### src/cbcp_pkg.sv
// Constants and types shared by the coprocessor buffer command port.
// Assumes a byte-level link layer that has already done slot timing.
package cbcp_pkg;

   // Command codes.
   localparam logic [7:0] CMD_IPB_WRITE = 8'h0F;
   localparam logic [7:0] CMD_IPB_READ = 8'hAA;
   localparam logic [7:0] CMD_XIN_WRITE = 8'h2D;

   // Release sequence for the exchange buffer write, sent low byte first.
   localparam logic [15:0] CONF_XIN_WRITE = 16'h9DB3;

   // Product exchange buffer geometry.
   localparam int IPB_DEPTH = 128;
   localparam int IPB_AW = 7;
   localparam logic [7:0] IPB_LEN_MIN = 8'h01;
   localparam logic [7:0] IPB_LEN_MAX = 8'h80;

   // Exchange buffer input section.
   localparam logic [7:0] XIN_SIZE = 8'h08;
   localparam logic [3:0] XIN_FREE_RST = 4'h8;

   // Confirmation answers.
   localparam logic [7:0] ANS_ACCEPT = 8'h00;
   localparam logic [7:0] ANS_REJECT = 8'hFF;

   // CRC16, polynomial x^16+x^15+x^2+1 in reflected form, zero seed.
   localparam logic [15:0] CRC_POLY_REFL = 16'hA001;
   localparam logic [15:0] CRC_SEED = 16'h0000;

   typedef enum logic [10:0] {
      ST_WAIT_ROM = 11'h001,
      ST_CMD = 11'h002,
      ST_LEN = 11'h004,
      ST_WDATA = 11'h008,
      ST_RDATA = 11'h010,
      ST_CRC_LO = 11'h020,
      ST_CRC_HI = 11'h040,
      ST_CONF_LO = 11'h080,
      ST_CONF_HI = 11'h100,
      ST_ANSWER = 11'h200,
      ST_DONE = 11'h400
   } cbcp_state_t;

   typedef struct packed {
      cbcp_state_t st;
      logic [7:0] cmd;
      logic [7:0] len;
      logic [7:0] cnt;
      logic [IPB_AW-1:0] ptr;
      logic [7:0] conf_lo;
      logic conf_ok;
      logic [63:0] xin;
      logic [3:0] xin_free;
      logic tx_valid;
      logic [7:0] tx_data;
      logic tx_msb_first;
      logic xin_notify;
      logic [3:0] xout_valid;
   } cbcp_port_t;

   typedef struct packed {
      logic [15:0] crc;
   } cbcp_crc_t;

endpackage : cbcp_pkg

### src/cbcp_crc16.sv
// Running CRC16 accumulator, one byte per cycle.
// Assumes the caller says in which bit order the byte travels on the wire.
`timescale 1ns/1ps
module cbcp_crc16
   import cbcp_pkg::*;
(
   // Clock and reset.
   input wire logic core_clk,
   input wire logic reset,
   // Byte feed.
   input wire logic clear,
   input wire logic update,
   input wire logic [7:0] din,
   input wire logic msb_first,
   // Result.
   output logic [15:0] crc
);

   cbcp_crc_t s;
   cbcp_crc_t s_next;

   function automatic logic [15:0] cbcp_crc_byte(input logic [15:0] c, input logic [7:0] d);
      logic [15:0] r;
      logic fb;
      r = c;
      for (int i = 0; i < 8; i++) begin
         fb = r[0] ^ d[i];
         r = r >> 1;
         if (fb) begin
            r = r ^ CRC_POLY_REFL;
         end
      end
      return r;
   endfunction : cbcp_crc_byte

   function automatic logic [7:0] cbcp_rev8(input logic [7:0] d);
      logic [7:0] r;
      r = 8'h00;
      for (int i = 0; i < 8; i++) begin
         r[i] = d[7-i];
      end
      return r;
   endfunction : cbcp_rev8

   // Bits enter in the order they cross the wire, so a byte sent MSB first is reversed.
   always_comb begin
      s_next = s;
      if (clear) begin
         s_next.crc = CRC_SEED;
      end else if (update) begin
         s_next.crc = cbcp_crc_byte(s.crc, msb_first ? cbcp_rev8(din) : din);
      end
   end

   always_ff @(posedge core_clk) begin
      if (reset) begin
         s <= '{crc: CRC_SEED};
      end else begin
         s <= s_next;
      end
   end

   assign crc = s.crc;

endmodule : cbcp_crc16

### src/cbcp_ipb_mem.sv
// Storage for the 128-byte circular product exchange buffer.
// Assumes one write and one registered read per cycle.
`timescale 1ns/1ps
module cbcp_ipb_mem
   import cbcp_pkg::*;
(
   // Clock.
   input wire logic core_clk,
   // Write port.
   input wire logic we,
   input wire logic [IPB_AW-1:0] waddr,
   input wire logic [7:0] wdata,
   // Read port.
   input wire logic [IPB_AW-1:0] raddr,
   output logic [7:0] rdata_reg
);

   logic [7:0] mem_reg [IPB_DEPTH];

   // The array has no reset, so its contents are undefined until first written.
   always_ff @(posedge core_clk) begin
      if (we) begin
         mem_reg[waddr] <= wdata;
      end
      rdata_reg <= mem_reg[raddr];
   end

endmodule : cbcp_ipb_mem

### src/cbcp_cmd_port.sv
// Command interpreter for the coprocessor buffers behind the single-wire bus.
// Assumes a link layer on core_clk that hands over whole bytes, flags the
// end of addressing and bus reset pulses, and asks for each byte it reads.
`timescale 1ns/1ps
module cbcp_cmd_port
   import cbcp_pkg::*;
(
   // Clock and reset.
   input wire logic core_clk,
   input wire logic reset,
   // Link layer events.
   input wire logic rom_done,
   input wire logic bus_reset,
   // Received bytes, first received bit in bit 0.
   input wire logic rx_valid,
   input wire logic [7:0] rx_data,
   // Byte read slots from the master.
   input wire logic tx_req,
   output logic tx_valid,
   output logic [7:0] tx_data,
   output logic tx_msb_first,
   // Microcomputer side.
   input wire logic ipb_processed,
   input wire logic xin_take,
   input wire logic [3:0] xout_count,
   output logic [63:0] xin_data,
   output logic [3:0] xin_free,
   output logic [3:0] xout_valid,
   output logic xin_notify
);

   cbcp_port_t s;
   cbcp_port_t s_next;

   logic crc_clr;
   logic crc_upd;
   logic [7:0] crc_din;
   logic crc_msb;
   logic [15:0] crc;
   logic mem_we;
   logic [IPB_AW-1:0] mem_waddr;
   logic [IPB_AW-1:0] mem_raddr;
   logic [7:0] mem_rdata;
   logic [3:0] free_base;
   logic last_byte;

   cbcp_crc16 u_crc (
      .core_clk(core_clk),
      .reset(reset),
      .clear(crc_clr),
      .update(crc_upd),
      .din(crc_din),
      .msb_first(crc_msb),
      .crc(crc)
   );

   cbcp_ipb_mem u_mem (
      .core_clk(core_clk),
      .we(mem_we),
      .waddr(mem_waddr),
      .wdata(rx_data),
      .raddr(mem_raddr),
      .rdata_reg(mem_rdata)
   );

   // Unprocessed data is read downward from the byte below the pointer, so the
   // read port tracks the next pointer and the byte is ready one cycle later.
   assign mem_raddr = ipb_processed ? s_next.ptr : IPB_AW'(s_next.ptr - 1'b1);
   assign last_byte = (8'(s.cnt + 8'h01) == s.len);

   always_comb begin
      s_next = s;
      s_next.tx_valid = 1'b0;
      s_next.tx_msb_first = 1'b0;
      s_next.xin_notify = 1'b0;
      crc_clr = 1'b0;
      crc_upd = 1'b0;
      crc_din = rx_data;
      crc_msb = 1'b0;
      mem_we = 1'b0;
      mem_waddr = s.ptr;
      // A drain by the microcomputer comes first so that an accept in the same
      // cycle still takes its bytes off the refreshed count.
      free_base = xin_take ? XIN_FREE_RST : s.xin_free;
      s_next.xin_free = free_base;
      // The valid output count belongs to the micro; it is only registered here,
      // so xout_valid follows xout_count one cycle later and can change in any cycle.
      s_next.xout_valid = xout_count;
      if (bus_reset) begin
         s_next.st = ST_WAIT_ROM;
      end else begin
         unique case (s.st)
            ST_WAIT_ROM: begin
               if (rom_done) begin
                  s_next.st = ST_CMD;
                  crc_clr = 1'b1;
               end
            end
            ST_CMD: begin
               if (rx_valid) begin
                  s_next.cmd = rx_data;
                  crc_upd = 1'b1;
                  if (rx_data == CMD_IPB_WRITE || rx_data == CMD_IPB_READ ||
                      rx_data == CMD_XIN_WRITE) begin
                     s_next.st = ST_LEN;
                  end else begin
                     s_next.st = ST_DONE;
                  end
               end
            end
            ST_LEN: begin
               // A refused length parks the interpreter like an unknown command;
               // only a bus reset brings it back.
               if (rx_valid) begin
                  s_next.len = rx_data;
                  s_next.cnt = 8'h00;
                  crc_upd = 1'b1;
                  s_next.st = ST_DONE;
                  if (s.cmd == CMD_IPB_WRITE) begin
                     if (rx_data >= IPB_LEN_MIN && rx_data <= IPB_LEN_MAX) begin
                        s_next.st = ST_WDATA;
                     end
                  end else if (s.cmd == CMD_IPB_READ) begin
                     if (rx_data <= IPB_LEN_MAX) begin
                        s_next.st = (rx_data == 8'h00) ? ST_CRC_LO : ST_RDATA;
                     end
                  end else if (rx_data <= XIN_SIZE) begin
                     s_next.st = (rx_data == 8'h00) ? ST_CRC_LO : ST_WDATA;
                  end
               end
            end
            ST_WDATA: begin
               if (rx_valid) begin
                  crc_upd = 1'b1;
                  s_next.cnt = 8'(s.cnt + 8'h01);
                  if (s.cmd == CMD_IPB_WRITE) begin
                     // Only the written locations change; the rest keeps old data.
                     mem_we = 1'b1;
                     s_next.ptr = IPB_AW'(s.ptr + 1'b1);
                  end else begin
                     s_next.xin[{s.cnt[2:0], 3'b000} +: 8] = rx_data;
                  end
                  if (last_byte) begin
                     s_next.st = ST_CRC_LO;
                  end
               end
            end
            ST_RDATA: begin
               if (tx_req) begin
                  s_next.tx_valid = 1'b1;
                  s_next.tx_data = mem_rdata;
                  s_next.tx_msb_first = !ipb_processed;
                  crc_upd = 1'b1;
                  crc_din = mem_rdata;
                  crc_msb = !ipb_processed;
                  // The pointer moves with every byte, so a second read of 128
                  // minus this length brings it back round; any other ending
                  // leaves the buffer rotated, though its stored bytes stay unchanged.
                  s_next.ptr = ipb_processed ? IPB_AW'(s.ptr + 1'b1)
                                             : IPB_AW'(s.ptr - 1'b1);
                  s_next.cnt = 8'(s.cnt + 8'h01);
                  if (last_byte) begin
                     s_next.st = ST_CRC_LO;
                  end
               end
            end
            ST_CRC_LO: begin
               if (tx_req) begin
                  s_next.tx_valid = 1'b1;
                  s_next.tx_data = ~crc[7:0];
                  s_next.st = ST_CRC_HI;
               end
            end
            ST_CRC_HI: begin
               if (tx_req) begin
                  s_next.tx_valid = 1'b1;
                  s_next.tx_data = ~crc[15:8];
                  s_next.st = (s.cmd == CMD_XIN_WRITE) ? ST_CONF_LO : ST_DONE;
               end
            end
            ST_CONF_LO: begin
               if (rx_valid) begin
                  s_next.conf_lo = rx_data;
                  s_next.st = ST_CONF_HI;
               end
            end
            ST_CONF_HI: begin
               // The free count is checked only here, as the length byte is held to XIN_SIZE
               // alone, so a drain by the micro since the length byte arrived still counts.
               if (rx_valid) begin
                  s_next.st = ST_ANSWER;
                  s_next.conf_ok = 1'b0;
                  if ({rx_data, s.conf_lo} == CONF_XIN_WRITE &&
                      s.len <= {4'h0, free_base}) begin
                     s_next.conf_ok = 1'b1;
                     s_next.xin_free = 4'(free_base - s.len[3:0]);
                     s_next.xin_notify = 1'b1;
                  end
               end
            end
            ST_ANSWER: begin
               if (tx_req) begin
                  s_next.tx_valid = 1'b1;
                  s_next.tx_data = s.conf_ok ? ANS_ACCEPT : ANS_REJECT;
                  s_next.st = ST_DONE;
               end
            end
            ST_DONE: begin
               s_next.st = ST_DONE;
            end
         endcase
      end
   end

   always_ff @(posedge core_clk) begin
      if (reset) begin
         s <= '{st: ST_WAIT_ROM, xin_free: XIN_FREE_RST, default: '0};
      end else begin
         s <= s_next;
      end
   end

   assign tx_valid = s.tx_valid;
   assign tx_data = s.tx_data;
   assign tx_msb_first = s.tx_msb_first;
   assign xin_data = s.xin;
   assign xin_free = s.xin_free;
   assign xout_valid = s.xout_valid;
   assign xin_notify = s.xin_notify;
endmodule : cbcp_cmd_port

### config.mk
export PLATFORM = sky130hd
export DESIGN_NAME = cbcp_cmd_port
export DESIGN_NICKNAME = d
export VERILOG_FILES = /design/src/cbcp_pkg.sv /design/src/cbcp_crc16.sv /design/src/cbcp_ipb_mem.sv /design/src/cbcp_cmd_port.sv
export SDC_FILE = /design/constraint.sdc
export NUM_CORES = 1
export LEC_CHECK = 0
export BUFFER_PORTS_ARGS = -buffer_cell sky130_fd_sc_hd__buf_2
export CAP_MARGIN = 5
export CORE_ASPECT_RATIO = 1.5
export CORE_MARGIN = 2
export CORE_UTILIZATION = 40
export DETAILED_ROUTE_END_ITERATION = 6
export SYNTH_ARGS = -nofsm -noshare
export SYNTH_HDL_FRONTEND = slang
export SYNTH_SLANG_ARGS = --single-unit
export TNS_END_PERCENT = 20
### constraint.sdc
create_clock -name core_clk -period 5.8 [get_ports core_clk]
set_clock_uncertainty 0.1 [all_clocks]
set_input_delay 0.58 -clock core_clk [delete_from_list [all_inputs] [get_ports core_clk]]
set_output_delay 0.58 -clock core_clk [all_outputs]
set_load 0.05 [all_outputs]
-- Yosys cells after proc, flatten, opt, wreduce, memory -nomap -nowiden
Memory sizes are Yosys's and may differ from the RTL's. A register that Yosys moved wholly into a read port is not among the register bits.
Index checks and enable logic that the tools add are counted.
- register bits: 150
- latch bits: 0
- bits in writable memories: 1024
- memory bits (read-only): 0
- memories: 1
- memories (name ; words ; bits a word ; rd ports ; clocked after memory_dff ; write ports ; RTL line ; text):
    u_mem.mem_reg ; 128 ; 8 ; 1 ; 1 ; 1 ; cbcp_ipb_mem.sv:18 ; logic [7:0] mem_reg [IPB_DEPTH];
- add/subtract/negate cells: 6
- $mul: 0
- divide/modulo/power cells: 0
- order comparisons: 4
- equality and inequality tests: 29
- shift operators: 2
- muxes and demuxes: 94
- bitwise gates (word level): 24
- reduce and logical (&&, ||, !) cells: 21
- operators with widths (kind ; count):
    two-way mux 16 bit ; 22
    two-way mux 64 bit ; 3
    two-way mux 11 bit ; 17
    case mux 11 bit (11 select lines) ; 1
    two-way mux 95 bit ; 1
    bitwise mux 64 bit ; 1
    two-way mux 8 bit ; 8
    variable shift 8 x 8 -> 64 bit (first input constant) ; 1
    indexed part select 8 x 8 -> 64 bit ; 1
    case mux 9 bit (4 select lines) ; 1
    two-way mux 15 bit ; 2
    two-way mux 9 bit ; 3
    NOT 2 -> 3 bit ; 8
    case mux 8 bit (3 select lines) ; 1
    two-way mux 1 bit ; 21
    two-way mux 7 bit ; 3
    inequality test 2 bit (second input constant) ; 10
    two-way mux 19 bit ; 1
    == test 16 bit (second input constant) ; 1
    == test 8 x 4 -> 1 bit (second input constant) ; 2
    == test 8 x 6 -> 1 bit (second input constant) ; 2
    == test 8 bit (second input constant) ; 2
    two-way mux 4 bit ; 4
    NOT 8 bit ; 2
    other kinds (41) ; 62

-- Longest topological paths before layout
- depth in word-level cells: 35
- depth in mapped cells: 22
- gate-level depth less buffers: 16

-- Modules after synthesis
A second synthesis with hierarchy kept.
- cell total of the unflattened synthesis: 2599
- area total of the unflattened synthesis: 47961.0 µm²
- by module, submodules not included (module ; instances ; cells each ; area an instance (µm²) ; sequential area each (µm²)):
    cbcp_ipb_mem ; 1 ; 1635 ; 39665.5 ; 30909.6
    cbcp_cmd_port ; 1 ; 875 ; 7409.6 ; 2682.6
    cbcp_crc16 ; 1 ; 89 ; 885.8 ; 320.3

-- Worst setup path after synthesis
Ideal clock, no wire load.
- path kind: input -> register
- start: input tx_req
- end: register u_mem.rdata_reg[2], read port of u_mem.mem_reg
- data arrival time: 5016 ps
- data required time: 5573 ps
- slack: 557 ps
- stages on the path: 19
- buffers on the path: 7
- path through: or4b_2 -> or4_4 -> o211ai_2 -> buf_6 -> xnor2_1 -> buf_2 -> ha_1 -> nor2b_1 -> clkbuf_1 -> xnor3_1 -> buf_2 -> buf_2 -> buf_2 -> clkbuf_1 -> nand3_1 -> a32oi_1 -> a31o_2 -> a21oi_1 -> or3_1
- cells in the longest elaborated chain, start to end: 5
- RTL lines (element ; RTL line ; text):
    start, declared ; cbcp_cmd_port.sv:18 ; input wire logic tx_req,
    two-way mux 15 bit (*) ; cbcp_cmd_port.sv:149 ; if (tx_req) begin
    case mux 7 bit (2 select lines) (*) ; cbcp_cmd_port.sv:92 ; unique case (s.st)
    two-way mux 95 bit (*) ; cbcp_cmd_port.sv:89 ; if (bus_reset) begin
    subtractor 7 x 1 -> 7 bit ; cbcp_cmd_port.sv:68 ; assign mem_raddr = ipb_processed ? s_next.ptr : IPB_AW'(s_next.ptr - 1'b1);
    two-way mux 7 bit (*) ; cbcp_cmd_port.sv:68 ;
    end, declared ; cbcp_ipb_mem.sv:15 ; output logic [7:0] rdata_reg
Mark *: on every way between the ends. The rest lies on a longest branch, timed or not. The select of a mux whose other input is x is not followed.
A chain may end at the register's enable or synchronous reset.

-- Worst setup path in the final report
- start: register s[124] (netlist name)
- end: register u_mem.rdata_reg[2], read port of u_mem.mem_reg
- cells in the longest elaborated chain, start to end: 5
- elaborated cells between the ends (all ways): 6
- those cells by class: add/sub (1); eq/ne (2); mux (3)
- RTL lines (element ; RTL line ; text):
    start, declared ; cbcp_cmd_port.sv:32 ; cbcp_port_t s;
    start signal, assigned ; cbcp_cmd_port.sv:219 ; s <= s_next;
    == test 11 x 5 -> 1 bit or == test 11 x 4 -> 1 bit (tied branches) ; cbcp_cmd_port.sv:92 ;
    case mux 7 bit (2 select lines) (*) ; cbcp_cmd_port.sv:92 ;
    two-way mux 95 bit (*) ; cbcp_cmd_port.sv:89 ;
    subtractor 7 x 1 -> 7 bit ; cbcp_cmd_port.sv:68 ;
    two-way mux 7 bit (*) ; cbcp_cmd_port.sv:68 ;
Mark *: on every way between the ends. The rest lies on a longest branch, timed or not.

==> summary.md <==
| Metric | Value |
|---|---|
| Worst Setup Path Type | `flop to flop` |
| Worst Path Required | `approximately 6.3 ns` |
| Launch instance of the worst register-to-register path | `s[124]$_SDFFE_PP0P_` |
| Core Region | `122000 um^2` |
| Synthesis Warnings | `0` |
| Buffer levels on the longest clock path | `3` |
| Clock sink count | `1182` |
| Startpoint type of the worst setup path | `flop` |
| Nature of the critical path endpoint | `flop` |
| Worst-case headroom to the max-slew limit | `20.6%` |
| Number of instances resized during post-cts repair | `0` |
| Actual transition at the worst max-transition pin | `1.19 ns` |
| Clock tree from TritonCTS | `done` |
| Xor/xnor share of the synthesized area | `1.02%` |
| Area Growth Syn to Fin | `11.6%` |
| Number of CTS-inserted buffers | `105` |
| Gate count after technology mapping | `between 3k and 4k` |
| Final hold vios | `0` |
| Share of synthesized area occupied by flip-flops and latches | `around 70%` |
| Hpwl dp | `just under 90000 um` |
| Net count after synthesis | `3488` |
| Post-Route WL | `132000 um` |
| Sw frac | `22.0%` |
| Total power per unit cell area | `roughly 310 nW/um^2` |
| Startpoint of the worst setup timing path | `s[124]$_SDFFE_PP0P_` |
| Highest-utilization routing layer at the global route stage | `met2` |
| Global-route usage over all layers | `20.8%` |
| Peak supply drop | `226 uV` |
| Height of the chip | `434 um` |
| Number of antenna violations at the first check in global routing | `6` |
| Share of flip-flops with an asynchronous set or reset after synthesis | `0%` |
| Worst hold path class | `input port to flop` |
| Placer congestion estimate | `about 0.9` |
| Count of TritonRoute iterations in the first routing pass | `6` |
| Overall die width | `291 um` |
| Netlist Area Pre-Place | `49400 um^2` |
| Via count of the first global-routing pass | `29.1k` |
| Multiplexer share of the synthesized area | `11.0%` |
| Clock share of power | `roughly two fifths` |
| Global-route wire length before repair | `195000 um` |
| Flip-flop and latch count after synthesis | `between 1k and 1.5k` |
| End of the worst register-to-register path | `u_mem.rdata_reg[2]$_DFF_P_` |
| Commonest cells after routing, fill and taps aside | `edfxtp_1 (1024), nand2_1 (433), nor2_1 (297)` |
| Maximum number of pins on one net before global-route repair | `~100` |
| Global-route track usage on met2 | `37.6%` |
| Data arrival, critical path | `roughly 5.9 ns` |
| Setup TNS | `0 ns` |
| Reg clk slew, reported paths | `~0.070 ns` |
| Main combinational cell family by area after synthesis | `multiplexers` |
| Worst Hold Slack | `0.0963 ns` |
| Max reg flops | `1024` |
| Combinational share of power | `5.3%` |
| Result of the run | `completed` |
| Share of layout cells above drive strength 1 | `15.6%` |
| Fraction of met3 tracks used by global routing | `2.89%` |
| Average footprint of a synthesized cell | `14.3 um^2` |
| Die Area | `approximately 130000 um^2` |
| Share of the synthesized area in compound gates (AO/OA/AOI/OAI) | `under 10%` |
| R2r worst-path depth | `14` |
| Min Tclk post-route | `~5.4 ns` |
| Number of violations of the max-capacitance limit | `0` |
| Fraction of the mapped netlist area in adder cells | `0.370%` |
| Via total after detailed routing | `29.2k` |
| Peak Freq | `0.185 GHz` |
| Remaining antenna violation count | `0` |
| Port bufs | `102` |
| Most used DFF post-synth | `edfxtp_1` |
| Worst skew pair latency | `0.74 ns` |
| Worst reg2reg setup slack | `0.39 ns` |
| Number of setup violations in the final report | `0` |
| Flop pwr share | `53.6%` |
| Global routing met1 resource utilization | `24.1%` |
| Setup repair after global routing missed its margin | `no` |
| Via density | `5.65` |
| Simple-gate share of the synthesized area | `9.66%` |
| Number of buffers added for setup after CTS | `0` |
| Final routed wire length divided by cell count | `25.6 um` |
| Clock tree root driver cell | `clkbuf_16` |
| Depth of the CTS H-tree | `3` |
| Number of max-slew violations in the final report | `0` |
| Number of rows created at floorplan | `157` |
| Crit path to | `u_mem.rdata_reg[2]$_DFF_P_` |
| Period utilization | `93.2%` |
| Drt initial violations | `around 2.2k` |
| P_sw | `3790 uW` |
| Count of unique library cells instantiated by Yosys | `83` |
| Commonest non-fill, non-tap cell in the layout | `edfxtp_1` |
| Number of placed I/O pins | `103` |
| GRT overflow | `0` |
| Net count of the finished layout | `~3.5k` |
| Number of enable flip-flop cells after synthesis | `1024` |
| Effective utilization at floorplan | `40.4%` |
| Internal power | `13500 uW` |
| Pleak | `0.0186 uW` |
| DRC violation count after routing | `0` |
| CP Max Fanout | `42` |
## synthesized netlist by cell type, types with 41 or more instances
library cell	instances	area, um^2
edfxtp_1	1024	30700
nand2_1	433	1630
nor2_1	298	1120
mux2i_1	229	2290
a21oi_1	165	826
dfxtp_1	158	3160
nand3_1	140	701
mux4_2	135	3040
clkbuf_1	131	492
buf_4	87	653
buf_2	46	230
nor3_1	41	205
## timing repair
item                                    in CTS  in global routing
endpoints found under the setup margin       0                  0
endpoints found under the hold margin        5                  0
hold buffers                                 5                  0
## power by group through the flow
stage	registers [uW]	logic, uW	clock network (uW)
2_1_floorplan	9420	501	0
3_3_place_gp	9440	906	0
3_5_place_dp	9440	911	0
4_1_cts	9250	915	7230
5_1_grt	9250	967	7520
6_report	9250	909	7110
## worst min path at each step
stage	startpoint	to	slack (ns)	cells after the start
2_1_floorplan	flop	flop	0.33	2
3_3_place_gp	flop	flop	0.34	2
3_5_place_dp	flop	flop	0.34	2
4_1_cts	xin_take	xin_free[3]$_SDFF_PP1_	0.05	3
5_1_grt	xin_take	xin_free[3]$_SDFF_PP1_	0.12	3
6_report	xin_take	xin_free[3]$_SDFF_PP1_	0.1	3
## metal layers
layer  wire (um)  up-vias  part of all wire, %
li1            -    13100                    -
met1       49800    14800                   38
met2       68600      985                   52
met3        6650      266                  5.0
met4        6960        6                  5.3
met5          43        -                0.033
## metrics by stage
step	area (um^2)	std cells	power, uW	setup slack (ns)	utilization (%)
after floorplan	49400	3454	9930	0.557	-
after global placement	51600	4955	10300	0.346	42.1
after detailed placement	51600	4955	10300	0.319	42.1
after CTS	55100	5156	17400	0.432	45.0
after global routing	55100	5158	17700	0.0771	45.0
final	55100	5158	17300	0.394	45.0
## cell type report
cell class | instances | area, um^2
fillers | 10700 | 67300
flip-flops and latches | 1182 | 33900
multi-input cells | 1956 | 14000
clock buffers | 139 | 2900
well taps | 1590 | 1990
repair buffers | 213 | 1670
clock inverters | 57 | 588
inverters | 19 | 71.3
diodes | 2 | 5.00
## critical path: stages (launching register included)
cell       delay [ns]
dfxtp_1          0.38
or4_1            0.75
or4_4            0.57
o211ai_2         0.19
xnor2_2          0.17
ha_1             0.21
nor2b_1          0.47
xnor3_4          0.43
buf_12           0.28
a21oi_1          0.07
nor4_1           0.22
a2111oi_0        0.12
a211oi_1         0.47
or4b_1           0.50
or3_1            0.35
## cells by family (layout without fill, tap and decap cells)
group,count (synthesis),after routing
buf+inv,316,428
simple gates,1072,1072
xor+xnor,49,49
mux,374,374
compound gates,447,447
fa+ha+maj,14,14
flops,1182,1182
other cells,0,2
(Power assumes the default switching activity.)
